### config.mk
export PLATFORM = sky130hd
export DESIGN_NAME = iolcs_top
export DESIGN_NICKNAME = d
export VERILOG_FILES = /design/src/design/iolcs_pkg.sv /design/src/design/iolcs_pwm.sv /design/src/design/iolcs_top.sv
export SDC_FILE = /design/constraint.sdc
export NUM_CORES = 1
export LEC_CHECK = 0
export BUFFER_PORTS_ARGS = -buffer_cell sky130_fd_sc_hd__buf_2
export CELL_PAD_IN_SITES_DETAIL_PLACEMENT = 1
export CELL_PAD_IN_SITES_GLOBAL_PLACEMENT = 1
export CORE_ASPECT_RATIO = 1.1
export CORE_MARGIN = 5
export CORE_UTILIZATION = 28
export CTS_BUF_LIST = sky130_fd_sc_hd__clkbuf_16
export CTS_CLUSTER_DIAMETER = 100
export CTS_CLUSTER_SIZE = 25
export DETAILED_ROUTE_END_ITERATION = 8
export PLACE_DENSITY_LB_ADDON = 0.05
export SYNTH_ARGS = -nofsm -noshare
export SYNTH_HDL_FRONTEND = slang
export SYNTH_HIERARCHICAL = 1
export SYNTH_SLANG_ARGS = --single-unit
### constraint.sdc
create_clock -name pclk -period 8.4 [get_ports pclk]
set_clock_uncertainty 0.05 [all_clocks]
set_input_delay 2.1 -clock pclk [delete_from_list [all_inputs] [get_ports pclk]]
set_output_delay 2.1 -clock pclk [all_outputs]
set_load 0.1 [all_outputs]
### src/design/iolcs_pkg.sv
// shared constants, types and decode functions for the i/o line config and sampling block
package iolcs_pkg;
  localparam int CLK_PERIOD_NS = 8;
  localparam int MS_NS = 1000000;
  localparam int MS_CYCLES = MS_NS / CLK_PERIOD_NS;
  localparam int LED_UNIT_MS = 10;
  localparam int SIGNAL_STRENGTH_PWM_UNIT_MS = 100;
  localparam int LED_PERIOD_COORD_MS = 500;
  localparam int LED_PERIOD_NODE_MS = 250;

  localparam logic [7:0] OFS_PULL_EN = 8'h00;
  localparam logic [7:0] OFS_PULL_DIR = 8'h04;
  localparam logic [7:0] OFS_PWM_A = 8'h08;
  localparam logic [7:0] OFS_PWM_B = 8'h0c;
  localparam logic [7:0] OFS_LED_TIME = 8'h10;
  localparam logic [7:0] OFS_SIGNAL_STRENGTH_PWM_TMR = 8'h14;
  localparam logic [7:0] OFS_AREF = 8'h18;
  localparam logic [7:0] OFS_CHG_MASK = 8'h1c;
  localparam logic [7:0] OFS_SLEEP_RATE = 8'h20;
  localparam logic [7:0] OFS_INTERVAL = 8'h24;
  localparam logic [7:0] OFS_CTRL = 8'h28;
  localparam logic [7:0] OFS_FORCE = 8'h2c;
  localparam logic [7:0] OFS_TEMP = 8'h30;
  localparam logic [7:0] OFS_SUPPLY = 8'h34;

  localparam int CTRL_API_BIT = 0;
  localparam int CTRL_COORD_BIT = 1;

  localparam logic [14:0] RST_PULL_EN = 15'h7fff;
  localparam logic [14:0] RST_PULL_DIR = 15'h0000;
  localparam logic [9:0] RST_DUTY = 10'h000;
  localparam logic [7:0] RST_LED_TIME = 8'h00;
  localparam logic [7:0] RST_SIGNAL_STRENGTH_PWM_TMR = 8'h28;
  localparam logic [7:0] SIGNAL_STRENGTH_PWM_ALWAYS = 8'hff;
  localparam logic [15:0] RST_CHG_MASK = 16'h0000;
  localparam logic [7:0] RST_SLEEP_RATE = 8'h01;
  localparam logic [15:0] RST_INTERVAL = 16'h0000;
  localparam logic [1:0] RST_CTRL = 2'h0;

  localparam logic [2:0] FUNC_DISABLED = 3'h0;
  localparam logic [2:0] FUNC_ALT = 3'h1;
  localparam logic [2:0] FUNC_ADC = 3'h2;
  localparam logic [2:0] FUNC_DIN = 3'h3;
  localparam logic [2:0] FUNC_DOUT_LO = 3'h4;
  localparam logic [2:0] FUNC_DOUT_HI = 3'h5;

  typedef struct packed {
    logic ascii;
    logic [12:0] dio;
    logic [12:0] dio_mask;
    logic [3:0] adc_mask;
  } iolcs_sample_type;

  function automatic logic is_digital(input logic [2:0] f);
    return (f == FUNC_DIN) || (f == FUNC_DOUT_LO) || (f == FUNC_DOUT_HI);
  endfunction : is_digital

  function automatic logic pull_allowed(input logic [2:0] f);
    return (f == FUNC_DIN) || (f == FUNC_DISABLED);
  endfunction : pull_allowed

  // pull field bit to dio line number
  function automatic logic [3:0] pull_line(input int b);
    case (b)
      0: return 4'h4;
      1: return 4'h3;
      2: return 4'h2;
      3: return 4'h1;
      4: return 4'h0;
      5: return 4'h6;
      6: return 4'h8;
      7: return 4'he;
      8: return 4'h5;
      9: return 4'h9;
      10: return 4'hc;
      11: return 4'ha;
      12: return 4'hb;
      13: return 4'h7;
      default: return 4'hd;
    endcase
  endfunction : pull_line
endpackage : iolcs_pkg

### src/design/iolcs_pwm.sv
// ten-bit pwm generator: high for duty/1024 of each period
module iolcs_pwm (
  input wire logic pclk,
  input wire logic presetn,
  input wire logic enable,
  input wire logic [9:0] duty,
  output logic pwm_out
);
  logic [9:0] phase_reg;

  always_ff @(posedge pclk or negedge presetn) begin
    if (!presetn) begin
      phase_reg <= 10'h000;
    end else begin
      phase_reg <= phase_reg + 10'h001;
    end
  end

  always_ff @(posedge pclk or negedge presetn) begin
    if (!presetn) begin
      pwm_out <= 1'b0;
    end else begin
      pwm_out <= enable && (phase_reg < duty);
    end
  end
endmodule : iolcs_pwm

### src/design/iolcs_top.sv
// i/o line pull, pwm, led, signal_strength_pwm and sampling control with apb registers
module iolcs_top #(
  parameter int MS_CYCLES = iolcs_pkg::MS_CYCLES
) (
  input wire logic pclk,
  input wire logic presetn,
  input wire logic psel,
  input wire logic penable,
  input wire logic pwrite,
  input wire logic [7:0] paddr,
  input wire logic [31:0] pwdata,
  output logic [31:0] prdata,
  output logic pready,
  output logic pslverr,
  input wire logic [14:0][2:0] line_func,
  input wire logic [12:0] dio_pin,
  input wire logic wake_cycle_start,
  input wire logic signal_strength_pwm_restart,
  input wire logic [9:0] signal_strength_pwm_level,
  input wire logic [7:0] board_temp,
  input wire logic [15:0] supply_mv,
  output logic [14:0] pull_en,
  output logic [14:0] pull_up,
  output logic pwm_a_out,
  output logic pwm_b_out,
  output logic signal_strength_pwm,
  output logic assoc_led,
  output logic analog_ref_hi,
  output logic change_pulse,
  output logic host_ok,
  output logic sample_valid,
  output iolcs_pkg::iolcs_sample_type sample_info
);
  // half periods kept in ms: a 10 ms unit would truncate the 125 ms node half
  localparam int LED_COORD_HALF = iolcs_pkg::LED_PERIOD_COORD_MS / 2;
  localparam int LED_NODE_HALF = iolcs_pkg::LED_PERIOD_NODE_MS / 2;
  localparam int SIGNAL_STRENGTH_PWM_RST_MS = 40 * iolcs_pkg::SIGNAL_STRENGTH_PWM_UNIT_MS;

  logic [14:0] pull_en_reg;
  logic [14:0] pull_dir_reg;
  logic [9:0] pwm_a_duty;
  logic [9:0] pwm_b_duty;
  logic [7:0] led_blink_time;
  logic [7:0] signal_strength_pwm_pwm_timer;
  logic analog_ref_select;
  logic [15:0] change_detect_mask;
  logic [7:0] sleep_rate_reg;
  logic [15:0] sample_interval;
  logic [1:0] ctrl_reg;
  logic wr_en;
  logic rd_setup;
  logic mapped;
  logic [31:0] rdata_next;

  // apb: one wait-free access phase, read data latched during setup
  assign wr_en = psel && penable && pwrite;
  assign rd_setup = psel && !penable;
  assign pready = penable;

  always_comb begin
    mapped = 1'b1;
    rdata_next = 32'h0000_0000;
    case (paddr)
      iolcs_pkg::OFS_PULL_EN: rdata_next = {17'h00000, pull_en_reg};
      iolcs_pkg::OFS_PULL_DIR: rdata_next = {17'h00000, pull_dir_reg};
      iolcs_pkg::OFS_PWM_A: rdata_next = {22'h000000, pwm_a_duty};
      iolcs_pkg::OFS_PWM_B: rdata_next = {22'h000000, pwm_b_duty};
      iolcs_pkg::OFS_LED_TIME: rdata_next = {24'h000000, led_blink_time};
      iolcs_pkg::OFS_SIGNAL_STRENGTH_PWM_TMR: rdata_next = {24'h000000, signal_strength_pwm_pwm_timer};
      iolcs_pkg::OFS_AREF: rdata_next = {31'h00000000, analog_ref_select};
      iolcs_pkg::OFS_CHG_MASK: rdata_next = {16'h0000, change_detect_mask};
      iolcs_pkg::OFS_SLEEP_RATE: rdata_next = {24'h000000, sleep_rate_reg};
      iolcs_pkg::OFS_INTERVAL: rdata_next = {16'h0000, sample_interval};
      iolcs_pkg::OFS_CTRL: rdata_next = {30'h00000000, ctrl_reg};
      iolcs_pkg::OFS_FORCE: rdata_next = 32'h0000_0000;
      iolcs_pkg::OFS_TEMP: rdata_next = {{24{board_temp[7]}}, board_temp};
      iolcs_pkg::OFS_SUPPLY: rdata_next = {16'h0000, supply_mv};
      default: mapped = 1'b0;
    endcase
  end

  assign pslverr = penable && psel && !mapped;

  always_ff @(posedge pclk or negedge presetn) begin
    if (!presetn) begin
      prdata <= 32'h0000_0000;
    end else if (rd_setup) begin
      prdata <= rdata_next;
    end
  end

  // readback offsets ignore writes silently
  always_ff @(posedge pclk or negedge presetn) begin
    if (!presetn) begin
      pull_en_reg <= iolcs_pkg::RST_PULL_EN;
      pull_dir_reg <= iolcs_pkg::RST_PULL_DIR;
      pwm_a_duty <= iolcs_pkg::RST_DUTY;
      pwm_b_duty <= iolcs_pkg::RST_DUTY;
      led_blink_time <= iolcs_pkg::RST_LED_TIME;
      signal_strength_pwm_pwm_timer <= iolcs_pkg::RST_SIGNAL_STRENGTH_PWM_TMR;
      analog_ref_select <= 1'b0;
      change_detect_mask <= iolcs_pkg::RST_CHG_MASK;
      sleep_rate_reg <= iolcs_pkg::RST_SLEEP_RATE;
      sample_interval <= iolcs_pkg::RST_INTERVAL;
      ctrl_reg <= iolcs_pkg::RST_CTRL;
    end else if (wr_en) begin
      case (paddr)
        iolcs_pkg::OFS_PULL_EN: pull_en_reg <= pwdata[14:0];
        iolcs_pkg::OFS_PULL_DIR: pull_dir_reg <= pwdata[14:0];
        iolcs_pkg::OFS_PWM_A: pwm_a_duty <= pwdata[9:0];
        iolcs_pkg::OFS_PWM_B: pwm_b_duty <= pwdata[9:0];
        iolcs_pkg::OFS_LED_TIME: led_blink_time <= pwdata[7:0];
        iolcs_pkg::OFS_SIGNAL_STRENGTH_PWM_TMR: signal_strength_pwm_pwm_timer <= pwdata[7:0];
        iolcs_pkg::OFS_AREF: analog_ref_select <= pwdata[0];
        iolcs_pkg::OFS_CHG_MASK: change_detect_mask <= pwdata[15:0];
        iolcs_pkg::OFS_SLEEP_RATE: sleep_rate_reg <= pwdata[7:0];
        iolcs_pkg::OFS_INTERVAL: sample_interval <= pwdata[15:0];
        iolcs_pkg::OFS_CTRL: ctrl_reg <= pwdata[1:0];
        default: ;
      endcase
    end
  end

  assign analog_ref_hi = analog_ref_select;

  // pull resistors, gated by the mapped line's function
  for (genvar b = 0; b < 15; b++) begin : g_pull
    logic gate;
    assign gate = iolcs_pkg::pull_allowed(line_func[iolcs_pkg::pull_line(b)]);
    assign pull_en[b] = gate && pull_en_reg[b];
    assign pull_up[b] = gate && pull_en_reg[b] && pull_dir_reg[b];
  end

  // millisecond tick
  logic [16:0] ms_div_reg;
  logic ms_tick;
  assign ms_tick = (ms_div_reg == 17'(MS_CYCLES - 1));

  always_ff @(posedge pclk or negedge presetn) begin
    if (!presetn) begin
      ms_div_reg <= 17'h00000;
    end else begin
      ms_div_reg <= ms_tick ? 17'h00000 : ms_div_reg + 17'h00001;
    end
  end

  // pwm lines, enabled when line code selects pwm
  logic a_is_pwm;
  logic a_is_signal_strength_pwm;
  logic b_is_pwm;
  logic signal_strength_pwm_active;
  logic signal_strength_pwm_wave;
  assign a_is_pwm = line_func[10] == iolcs_pkg::FUNC_ADC;
  assign a_is_signal_strength_pwm = line_func[10] == iolcs_pkg::FUNC_ALT;
  assign b_is_pwm = line_func[11] == iolcs_pkg::FUNC_ADC;

  iolcs_pwm u_pwm_a (
    .pclk(pclk),
    .presetn(presetn),
    .enable(a_is_pwm),
    .duty(pwm_a_duty),
    .pwm_out(pwm_a_out)
  );

  iolcs_pwm u_pwm_b (
    .pclk(pclk),
    .presetn(presetn),
    .enable(b_is_pwm),
    .duty(pwm_b_duty),
    .pwm_out(pwm_b_out)
  );

  iolcs_pwm u_pwm_signal_strength_pwm (
    .pclk(pclk),
    .presetn(presetn),
    .enable(a_is_signal_strength_pwm && signal_strength_pwm_active),
    .duty(signal_strength_pwm_level),
    .pwm_out(signal_strength_pwm_wave)
  );
  assign signal_strength_pwm = signal_strength_pwm_wave;

  // signal_strength_pwm hold timer in ms, restarted by each new signal reading
  logic [14:0] signal_strength_pwm_ms_reg;
  assign signal_strength_pwm_active = (signal_strength_pwm_pwm_timer == iolcs_pkg::SIGNAL_STRENGTH_PWM_ALWAYS) || (signal_strength_pwm_ms_reg != 15'h0000);

  always_ff @(posedge pclk or negedge presetn) begin
    if (!presetn) begin
      signal_strength_pwm_ms_reg <= 15'(SIGNAL_STRENGTH_PWM_RST_MS);
    end else if (signal_strength_pwm_restart) begin
      signal_strength_pwm_ms_reg <= 15'(signal_strength_pwm_pwm_timer * iolcs_pkg::SIGNAL_STRENGTH_PWM_UNIT_MS);
    end else if (ms_tick && signal_strength_pwm_ms_reg != 15'h0000) begin
      signal_strength_pwm_ms_reg <= signal_strength_pwm_ms_reg - 15'h0001;
    end
  end

  // association led: steady blink, no network gating
  logic led_en;
  logic [11:0] led_ms_reg;
  logic [11:0] led_half_ms;
  assign led_en = line_func[5] == iolcs_pkg::FUNC_ALT;

  always_comb begin
    if (led_blink_time == 8'h00) begin
      led_half_ms = ctrl_reg[iolcs_pkg::CTRL_COORD_BIT]
        ? 12'(LED_COORD_HALF)
        : 12'(LED_NODE_HALF);
    end else begin
      led_half_ms = 12'(led_blink_time * iolcs_pkg::LED_UNIT_MS);
    end
  end

  always_ff @(posedge pclk or negedge presetn) begin
    if (!presetn) begin
      led_ms_reg <= 12'h000;
      assoc_led <= 1'b0;
    end else if (!led_en) begin
      led_ms_reg <= 12'h000;
      assoc_led <= 1'b0;
    end else if (ms_tick) begin
      if (led_ms_reg + 12'h001 >= led_half_ms) begin
        led_ms_reg <= 12'h000;
        assoc_led <= !assoc_led;
      end else begin
        led_ms_reg <= led_ms_reg + 12'h001;
      end
    end
  end

  // digital inputs: two-flop synchroniser, then previous-cycle copy
  logic [12:0] dio_meta_reg;
  logic [12:0] dio_sync_reg;
  logic [12:0] dio_prev_reg;
  logic [12:0] dig_mask;
  logic [3:0] adc_mask;
  logic any_io;

  always_ff @(posedge pclk or negedge presetn) begin
    if (!presetn) begin
      dio_meta_reg <= 13'h0000;
      dio_sync_reg <= 13'h0000;
      dio_prev_reg <= 13'h0000;
    end else begin
      dio_meta_reg <= dio_pin;
      dio_sync_reg <= dio_meta_reg;
      dio_prev_reg <= dio_sync_reg;
    end
  end

  for (genvar n = 0; n < 13; n++) begin : g_dig
    assign dig_mask[n] = iolcs_pkg::is_digital(line_func[n]);
  end
  for (genvar n = 0; n < 4; n++) begin : g_adc
    assign adc_mask[n] = line_func[n] == iolcs_pkg::FUNC_ADC;
  end
  assign any_io = (|dig_mask) || (|adc_mask);

  logic chg_hit;
  assign chg_hit = |((dio_sync_reg ^ dio_prev_reg) & change_detect_mask[12:0] & dig_mask);

  always_ff @(posedge pclk or negedge presetn) begin
    if (!presetn) begin
      change_pulse <= 1'b0;
    end else begin
      change_pulse <= chg_hit;
    end
  end

  // wake cycle decimation: window open on every nth wake
  logic [7:0] wake_cnt_reg;
  logic window;
  assign window = wake_cnt_reg == 8'h00;

  always_ff @(posedge pclk or negedge presetn) begin
    if (!presetn) begin
      wake_cnt_reg <= 8'h00;
    end else if (wake_cycle_start) begin
      if (wake_cnt_reg + 8'h01 >= sleep_rate_reg) begin
        wake_cnt_reg <= 8'h00;
      end else begin
        wake_cnt_reg <= wake_cnt_reg + 8'h01;
      end
    end
  end

  // periodic sample interval in ms
  logic [15:0] ivl_ms_reg;
  logic per_run;
  logic per_hit;
  assign per_run = (sample_interval != 16'h0000) && any_io && window;
  assign per_hit = per_run && ms_tick && (ivl_ms_reg + 16'h0001 >= sample_interval);

  always_ff @(posedge pclk or negedge presetn) begin
    if (!presetn) begin
      ivl_ms_reg <= 16'h0000;
    end else if (!per_run || per_hit) begin
      ivl_ms_reg <= 16'h0000;
    end else if (ms_tick) begin
      ivl_ms_reg <= ivl_ms_reg + 16'h0001;
    end
  end

  // force sample: ok first in api mode, data the cycle after
  logic force_wr;
  logic force_reg;
  logic api_mode;
  logic fire;
  assign force_wr = wr_en && paddr == iolcs_pkg::OFS_FORCE;
  assign api_mode = ctrl_reg[iolcs_pkg::CTRL_API_BIT];
  assign fire = force_reg || per_hit || change_pulse;

  always_ff @(posedge pclk or negedge presetn) begin
    if (!presetn) begin
      force_reg <= 1'b0;
      host_ok <= 1'b0;
    end else begin
      force_reg <= force_wr;
      host_ok <= force_wr && api_mode;
    end
  end

  always_ff @(posedge pclk or negedge presetn) begin
    if (!presetn) begin
      sample_valid <= 1'b0;
      sample_info <= '0;
    end else begin
      sample_valid <= fire;
      if (fire) begin
        sample_info.ascii <= force_reg && !api_mode;
        sample_info.dio <= dio_sync_reg & dig_mask;
        sample_info.dio_mask <= dig_mask;
        sample_info.adc_mask <= adc_mask;
      end
    end
  end
endmodule : iolcs_top

==> flow_metrics.env, run 1 <==
export IMPL_tightest_slew_ns=1.13
export IMPL_cp_cell_sequence="buf_2, o211ai_1, nand3_1, nand3_1, a21oi_1, buf_2"
export IMPL_ir_drop_uv=178
export IMPL_row_count=93
export IMPL_grt_max_degree=134
export IMPL_vias=12800
export IMPL_ys_flop_type="dfrtp_1"
export IMPL_hpwlAfterDp_um=44100
export IMPL_slowest_delay_ns=0.47
export IMPL_layout_common_cells="dfrtp_1 (278), buf_2 (224), nand2_1 (149)"
export IMPL_final_common_cell="dfrtp_1"
export IMPL_wl_per_cell_um=22.4
export IMPL_die_width_um=242
export IMPL_gp_congestion=0.821
export IMPL_power_density_nw_per_um2=176
export IMPL_antenna_found_initial=10
export IMPL_dieHeight_um=265
export IMPL_drtAntennaViolNets=0
export IMPL_clkLatencyLatePin_ns=0.56
export IMPL_synth_edf_count=0
export IMPL_syn_nets=1858
export IMPL_synthAdderAreaFrac=0.0908
export IMPL_relSlewSlack=0.244
export IMPL_ctsHtreeMaxLevel=1
export IMPL_r2r_start="ivl_ms_reg[0]"
export IMPL_numCtsBuffers=19
export IMPL_startpoint_type="input port"
export IMPL_stdcell_area_um2=19100
export IMPL_start_util=0.283
export IMPL_synth_xor_area_frac=0.0644
export IMPL_post_route_period_util=0.687
export IMPL_combPwrFrac=0.206
export IMPL_worstPathRequired_ns=6.25
export IMPL_syn_avg_cell_area_um2=10.4
export IMPL_syn_to_final_growth_pct=15.3
export IMPL_synth_area_top_cells="dfrtp_1 (42%), ha_1 (8.6%), mux2_2 (6.3%)"
export IMPL_largest_reg_flops=31
export IMPL_clock_sink_count=302
export IMPL_cts_tree="built"
export IMPL_ff2ff_path_depth=13
export IMPL_holdPathEnd="dio_sync_reg[9]"
export IMPL_outcome="finished, final reports clean"
export IMPL_muxShareOfSynthArea=0.0915
export IMPL_maxSlewViolCount=0
export IMPL_placed_cell_area_um2=18500
export IMPL_fin_crit_ns=5.77
export IMPL_coreArea_um2=58600
export IMPL_finalSetupViolations=0
export IMPL_async_flop_share=1.00
export IMPL_instances_no_fill=2568
export IMPL_cts_root_buffer="clkbuf_16"
export IMPL_r2r_end="sample_info[8]"
export IMPL_synth_seq_area_share=0.457
export IMPL_drive_above_1_share=0.230
export IMPL_p_leak_nw=9.32
export IMPL_hold_path_class="reg -> reg"
export IMPL_cts_setup_buffers=0
export IMPL_gr_usage_all_layers=0.175
export IMPL_io_pins=242
export IMPL_viasPerCell=4.99
export IMPL_synth_area_um2=16600
export IMPL_drc=0
export IMPL_path_class="in -> out"
export IMPL_whs_path_depth=0
export IMPL_crit_family="buffers and inverters"
export IMPL_tns_ns=0
export IMPL_dp_cells=2532
export IMPL_p_seq_frac=0.471
export IMPL_synth_top_family_by_area="simple AND/OR/NAND/NOR gates"
export IMPL_synth_cells=1601
export IMPL_post_cts_resized=0
export IMPL_p_switching_w=0.00119
export IMPL_routed_wl_um=57600
export IMPL_yosysUniqueCellTypes=69
export IMPL_cp_startpoint="paddr[4]"
export IMPL_internal_power_w=0.00217
export IMPL_dieArea_um2=64200
export IMPL_crit_fanout=22
export IMPL_grt_pass1_vias=13600
export IMPL_fmax_mhz=173
export IMPL_worst_path_buf_inv=2
export IMPL_slowest_stage="buf_2"
export IMPL_yosysWarnings=6
export IMPL_rsz0062_at_grt="no"
export IMPL_switching_share=0.353
export IMPL_cp_arrival_ns=3.62
export IMPL_grt_overflow_total=0
export IMPL_pwr_share_clk=0.323
export IMPL_io_buffers=225
export IMPL_clock_path_buffers=3
export IMPL_grt_pass1_wl_um=87200
export IMPL_drt_first_pass_iters=5
export IMPL_cts_hold_buf=0
export IMPL_netlist_area_leader_share=0.419
export IMPL_synth_seq_cells=302
export IMPL_synth_compound_area_frac=0.108
export IMPL_drt_iter0_markers=535
export IMPL_nets=2050
export IMPL_synth_top_area_cell="dfrtp_1"
export IMPL_maxCapViolCount=0
export IMPL_end_kind="primary output"
export IMPL_synthSimpleGateAreaFrac=0.148
export IMPL_clkSlewWorstSetupHoldPaths_ns=0.10
export IMPL_hold_viol_final=0
export IMPL_holdCritStartpoint="dio_meta_reg[9]"
export IMPL_rrSetupSlack_ns=3.69
-- cells by family (layout without fill, tap and decap cells) --
group           count (synthesis)  count (layout)
simple gates                  490             490
flops                         302             302
compound gates                281             281
buf+inv                       152             357
mux                           136             136
xor+xnor                      122             122
fa+ha+maj                     118             118
other cells                     0               2
-- cell type report --
| cell class | count | area (um^2) |
|---|---|---|
| well taps | 760 | 951 |
| clock inverters | 15 | 175 |
| multi-input cells | 1147 | 8360 |
| diodes | 2 | 5.00 |
| clock buffers | 19 | 475 |
| fillers | 6691 | 39500 |
| flip-flops and latches | 302 | 7590 |
| inverters | 82 | 308 |
| repair buffers | 241 | 1270 |
-- worst max-delay path by stage --
stage            endpoint  slack, ns  cells after the start
2_1_floorplan  pull_up[0]       0.80                      3
3_3_place_gp      pslverr       2.57                      6
3_5_place_dp      pslverr       2.61                      6
5_1_grt           pslverr       2.45                      6
4_1_cts           pslverr       2.61                      6
6_report          pslverr       2.63                      6
-- metrics by stage --
stage	total power (W)	hold WS (ns)	worst slack [ns]	util
2_1_floorplan	0.00208	0.281	0.797	-
3_5_place_dp	0.00231	0.287	2.61	0.315
5_1_grt	0.00352	0.314	2.45	0.326
6_report	0.00336	0.305	2.63	0.326
3_3_place_gp	0.00231	0.284	2.57	0.315
4_1_cts	0.00343	0.309	2.61	0.326
-- Yosys cell counts (11+ instances only) --
master	n
a21oi_1	57
nand4_1	20
a22o_1	14
a21o_1	19
and3_1	21
a22oi_1	22
dfstp_2	24
nor2_1	93
mux2i_1	29
xnor2_1	52
nor3_1	25
nor4_1	13
clkbuf_1	38
mux2_1	12
mux2_2	93
dfrtp_1	278
ha_1	114
nor3b_1	26
nand2_1	149
xor2_1	70
nand2b_1	11
inv_1	82
a211oi_1	12
o21ai_0	101
nand3_1	61
and2_1	25
buf_4	18
-- power by group through the flow --
stage,clock [W],sequential [W],combinational (W)
floorplan,0,0.00190,0.000185
global placement,0,0.00161,0.000698
detailed placement,0,0.00161,0.000702
CTS,0.00115,0.00158,0.000704
global route,0.00119,0.00159,0.000737
finish,0.00108,0.00158,0.000691
-- metal layers --
metal	track usage	wire length [um]	share of wire
met2	0.276	25500	0.44
met4	0.0400	1300	0.022
met5	0	44	0.00076
met1	0.247	27200	0.47
met3	0.0410	3580	0.062
No activity file was read; power rests on OpenSTA's default activity.
==> run 2: changes to the inputs <==
==> constraint.sdc (replaced) <==
create_clock -name pclk -period 5 [get_ports pclk]
set_clock_uncertainty 0.05 [all_clocks]
set_input_delay 1.25 -clock pclk [delete_from_list [all_inputs] [get_ports pclk]]
set_output_delay 1.25 -clock pclk [all_outputs]
set_load 0.1 [all_outputs]
==> run 2 against run 1 <==
Register-to-register slack lost 2.6 ns. Final cell count grew 0.62%. Global-route usage grew 0.16 points. Worst hold slack lost 0.016 ns. Non-clock buffer count grew 16. Sequential power grew 68%. Clock power grew 68%. Highest routed layer unchanged.
==> flow_metrics.env, run 2 (synthesis gave the netlist of run 1 again) <==
export IMPL_grt_overflow_total=0
export IMPL_clock_path_buffers=3
export IMPL_io_pins=242
export IMPL_grt_max_degree=98
export IMPL_finalSetupViolations=0
export IMPL_instances_no_fill=2584
export IMPL_ir_drop_uv=276
export IMPL_vias=12800
export IMPL_cts_root_buffer="clkbuf_16"
export IMPL_drt_iter0_markers=509
export IMPL_layout_common_cells="dfrtp_1 (278), buf_2 (224), nand2_1 (149)"
export IMPL_cts_tree="built"
export IMPL_gr_usage_all_layers=0.177
export IMPL_post_route_util=0.330
export IMPL_use_met3=0.0348
export IMPL_post_route_period_util=0.775
export IMPL_rrSetupSlack_ns=1.13
export IMPL_hold_viol_final=0
export IMPL_use_met2=0.287
export IMPL_post_cts_resized=0
export IMPL_total_power_w=0.00565
export IMPL_startpoint_type="register"
export IMPL_maxCapViolCount=0
export IMPL_path_class="reg -> reg"
export IMPL_antenna_cells=0
export IMPL_numCtsBuffers=20
export IMPL_die_width_um=242
export IMPL_ctsHtreeMaxLevel=1
export IMPL_io_buffers=225
export IMPL_grt_pass1_wl_um=88400
export IMPL_relSlewSlack=0.322
export IMPL_end_kind="register"
export IMPL_clkSlewWorstSetupHoldPaths_ns=0.10
export IMPL_cp_arrival_ns=4.31
export IMPL_grt_pass1_vias=13700
export IMPL_largest_reg_flops=31
export IMPL_fin_crit_ns=3.87
export IMPL_row_count=93
export IMPL_viasPerCell=4.97
export IMPL_fmax_mhz=258
export IMPL_cts_setup_buffers=0
export IMPL_p_seq_frac=0.471
export IMPL_wl_per_cell_um=22.6
export IMPL_cts_hold_buf=0
export IMPL_switching_share=0.361
export IMPL_hpwlAfterDp_um=45000
export IMPL_routed_wl_um=58300
export IMPL_drtAntennaViolNets=0
export IMPL_nets=2067
export IMPL_p_switching_w=0.00204
export IMPL_dieArea_um2=64200
export IMPL_gp_congestion=0.810
export IMPL_crit_fanout=7
export IMPL_tightest_slew_ns=0.992
export IMPL_outcome="finished, final reports clean"
export IMPL_clock_sink_count=302
export IMPL_tns_ns=0
export IMPL_syn_to_final_growth_pct=16.7
export IMPL_top_usage_layer="met2"
export IMPL_drive_above_1_share=0.247
export IMPL_drt_first_pass_iters=4
export IMPL_clkLatencyLatePin_ns=0.57
export IMPL_p_leak_nw=9.42
export IMPL_dp_cells=2548
export IMPL_dieHeight_um=265
export IMPL_maxSlewViolCount=0
export IMPL_final_common_cell="dfrtp_1"
export IMPL_stdcell_area_um2=19400
export IMPL_fillers=6645
export IMPL_coreArea_um2=58600
export IMPL_antenna_found_initial=10
export IMPL_power_density_nw_per_um2=292
export IMPL_worstPathRequired_ns=5.43
export IMPL_start_util=0.283
export IMPL_pwr_share_clk=0.321
export IMPL_internal_power_w=0.00361
export IMPL_grtUsageMet1=0.249
export IMPL_rsz0062_at_grt="no"
export IMPL_placed_cell_area_um2=18700
export IMPL_hold_path_class="reg -> reg"
export IMPL_drc=0
export IMPL_combPwrFrac=0.208
==> run 2: cell types whose count changed in the layout (fill, tap and decap cells not counted), sizes merged <==
| cell | change |
|---|---|
| clkinvlp | +3 |
| bufinv | -2 |
| clkinv | -2 |
| clkbuf | +1 |
| buf | +16 |
| diode | -2 |
| inv | +2 |
==> run 2: cell type report <==
cell class              count  area, um^2  share of cell area
clock buffers              20         500              0.0259
clock inverters            16         158             0.00815
inverters                  82         308              0.0159
multi-input cells        1147        8430               0.436
flip-flops and latches    302        7590               0.392
well taps                 760         951              0.0491
repair buffers            257        1410              0.0731
==> run 2: power by group through the flow <==
stage	clock network [W]	logic, W	registers [W]
3_5_place_dp	0	0.00120	0.00271
5_1_grt	0.00199	0.00126	0.00268
2_1_floorplan	0	0.000314	0.00319
6_report	0.00181	0.00118	0.00266
4_1_cts	0.00192	0.00120	0.00266
3_3_place_gp	0	0.00118	0.00271
==> run 2: worst paths after layout <==
| kind | endpoint | depth (start not counted) | startpoint |
|---|---|---|---|
| setup / recovery | led_ms_reg[5] | 19 | led_blink_time[1] |
| hold / removal | dio_sync_reg[1] | 0 | dio_meta_reg[1] |
| setup reg to reg | led_ms_reg[5] | 19 | led_blink_time[1] |
| hold reg to reg | dio_sync_reg[1] | 0 | dio_meta_reg[1] |
| max in group asynchronous | sample_info[12] | 2 | presetn |
| min in group asynchronous | sleep_rate_reg[5] | 1 | presetn |
==> run 2: routing by layer <==
layer,vias up,share of wire
met3,52,0.052
met5,-,0.00069
met1,6468,0.48
met4,6,0.017
li1,6069,-
met2,251,0.45
==> run 2: worst max-delay path, stage by stage (launching register included) <==
cell and delay (ns):
dfrtp_1 0.48, ha_1 0.33, ha_1 0.21, inv_1 0.07, fa_1 0.20, inv_1 0.05, a21o_1 0.17, a21oi_1 0.25
o21bai_1 0.10, a21oi_1 0.20, xnor2_1 0.14, nand2_1 0.08, ha_1 0.29, a21o_1 0.16, a21oi_1 0.27, o211ai_1 0.14
buf_4 0.18, nor2_1 0.12, buf_4 0.17, a22o_1 0.15
==> run 2: through the flow <==
| step | worst slack [ns] | hold slack (ns) |
|---|---|---|
| after floorplan | 0.165 | 0.281 |
| after global placement | 1.15 | 0.285 |
| after detailed placement | 1.10 | 0.286 |
| after CTS | 1.08 | 0.294 |
| after global routing | 0.827 | 0.298 |
| final | 1.13 | 0.289 |
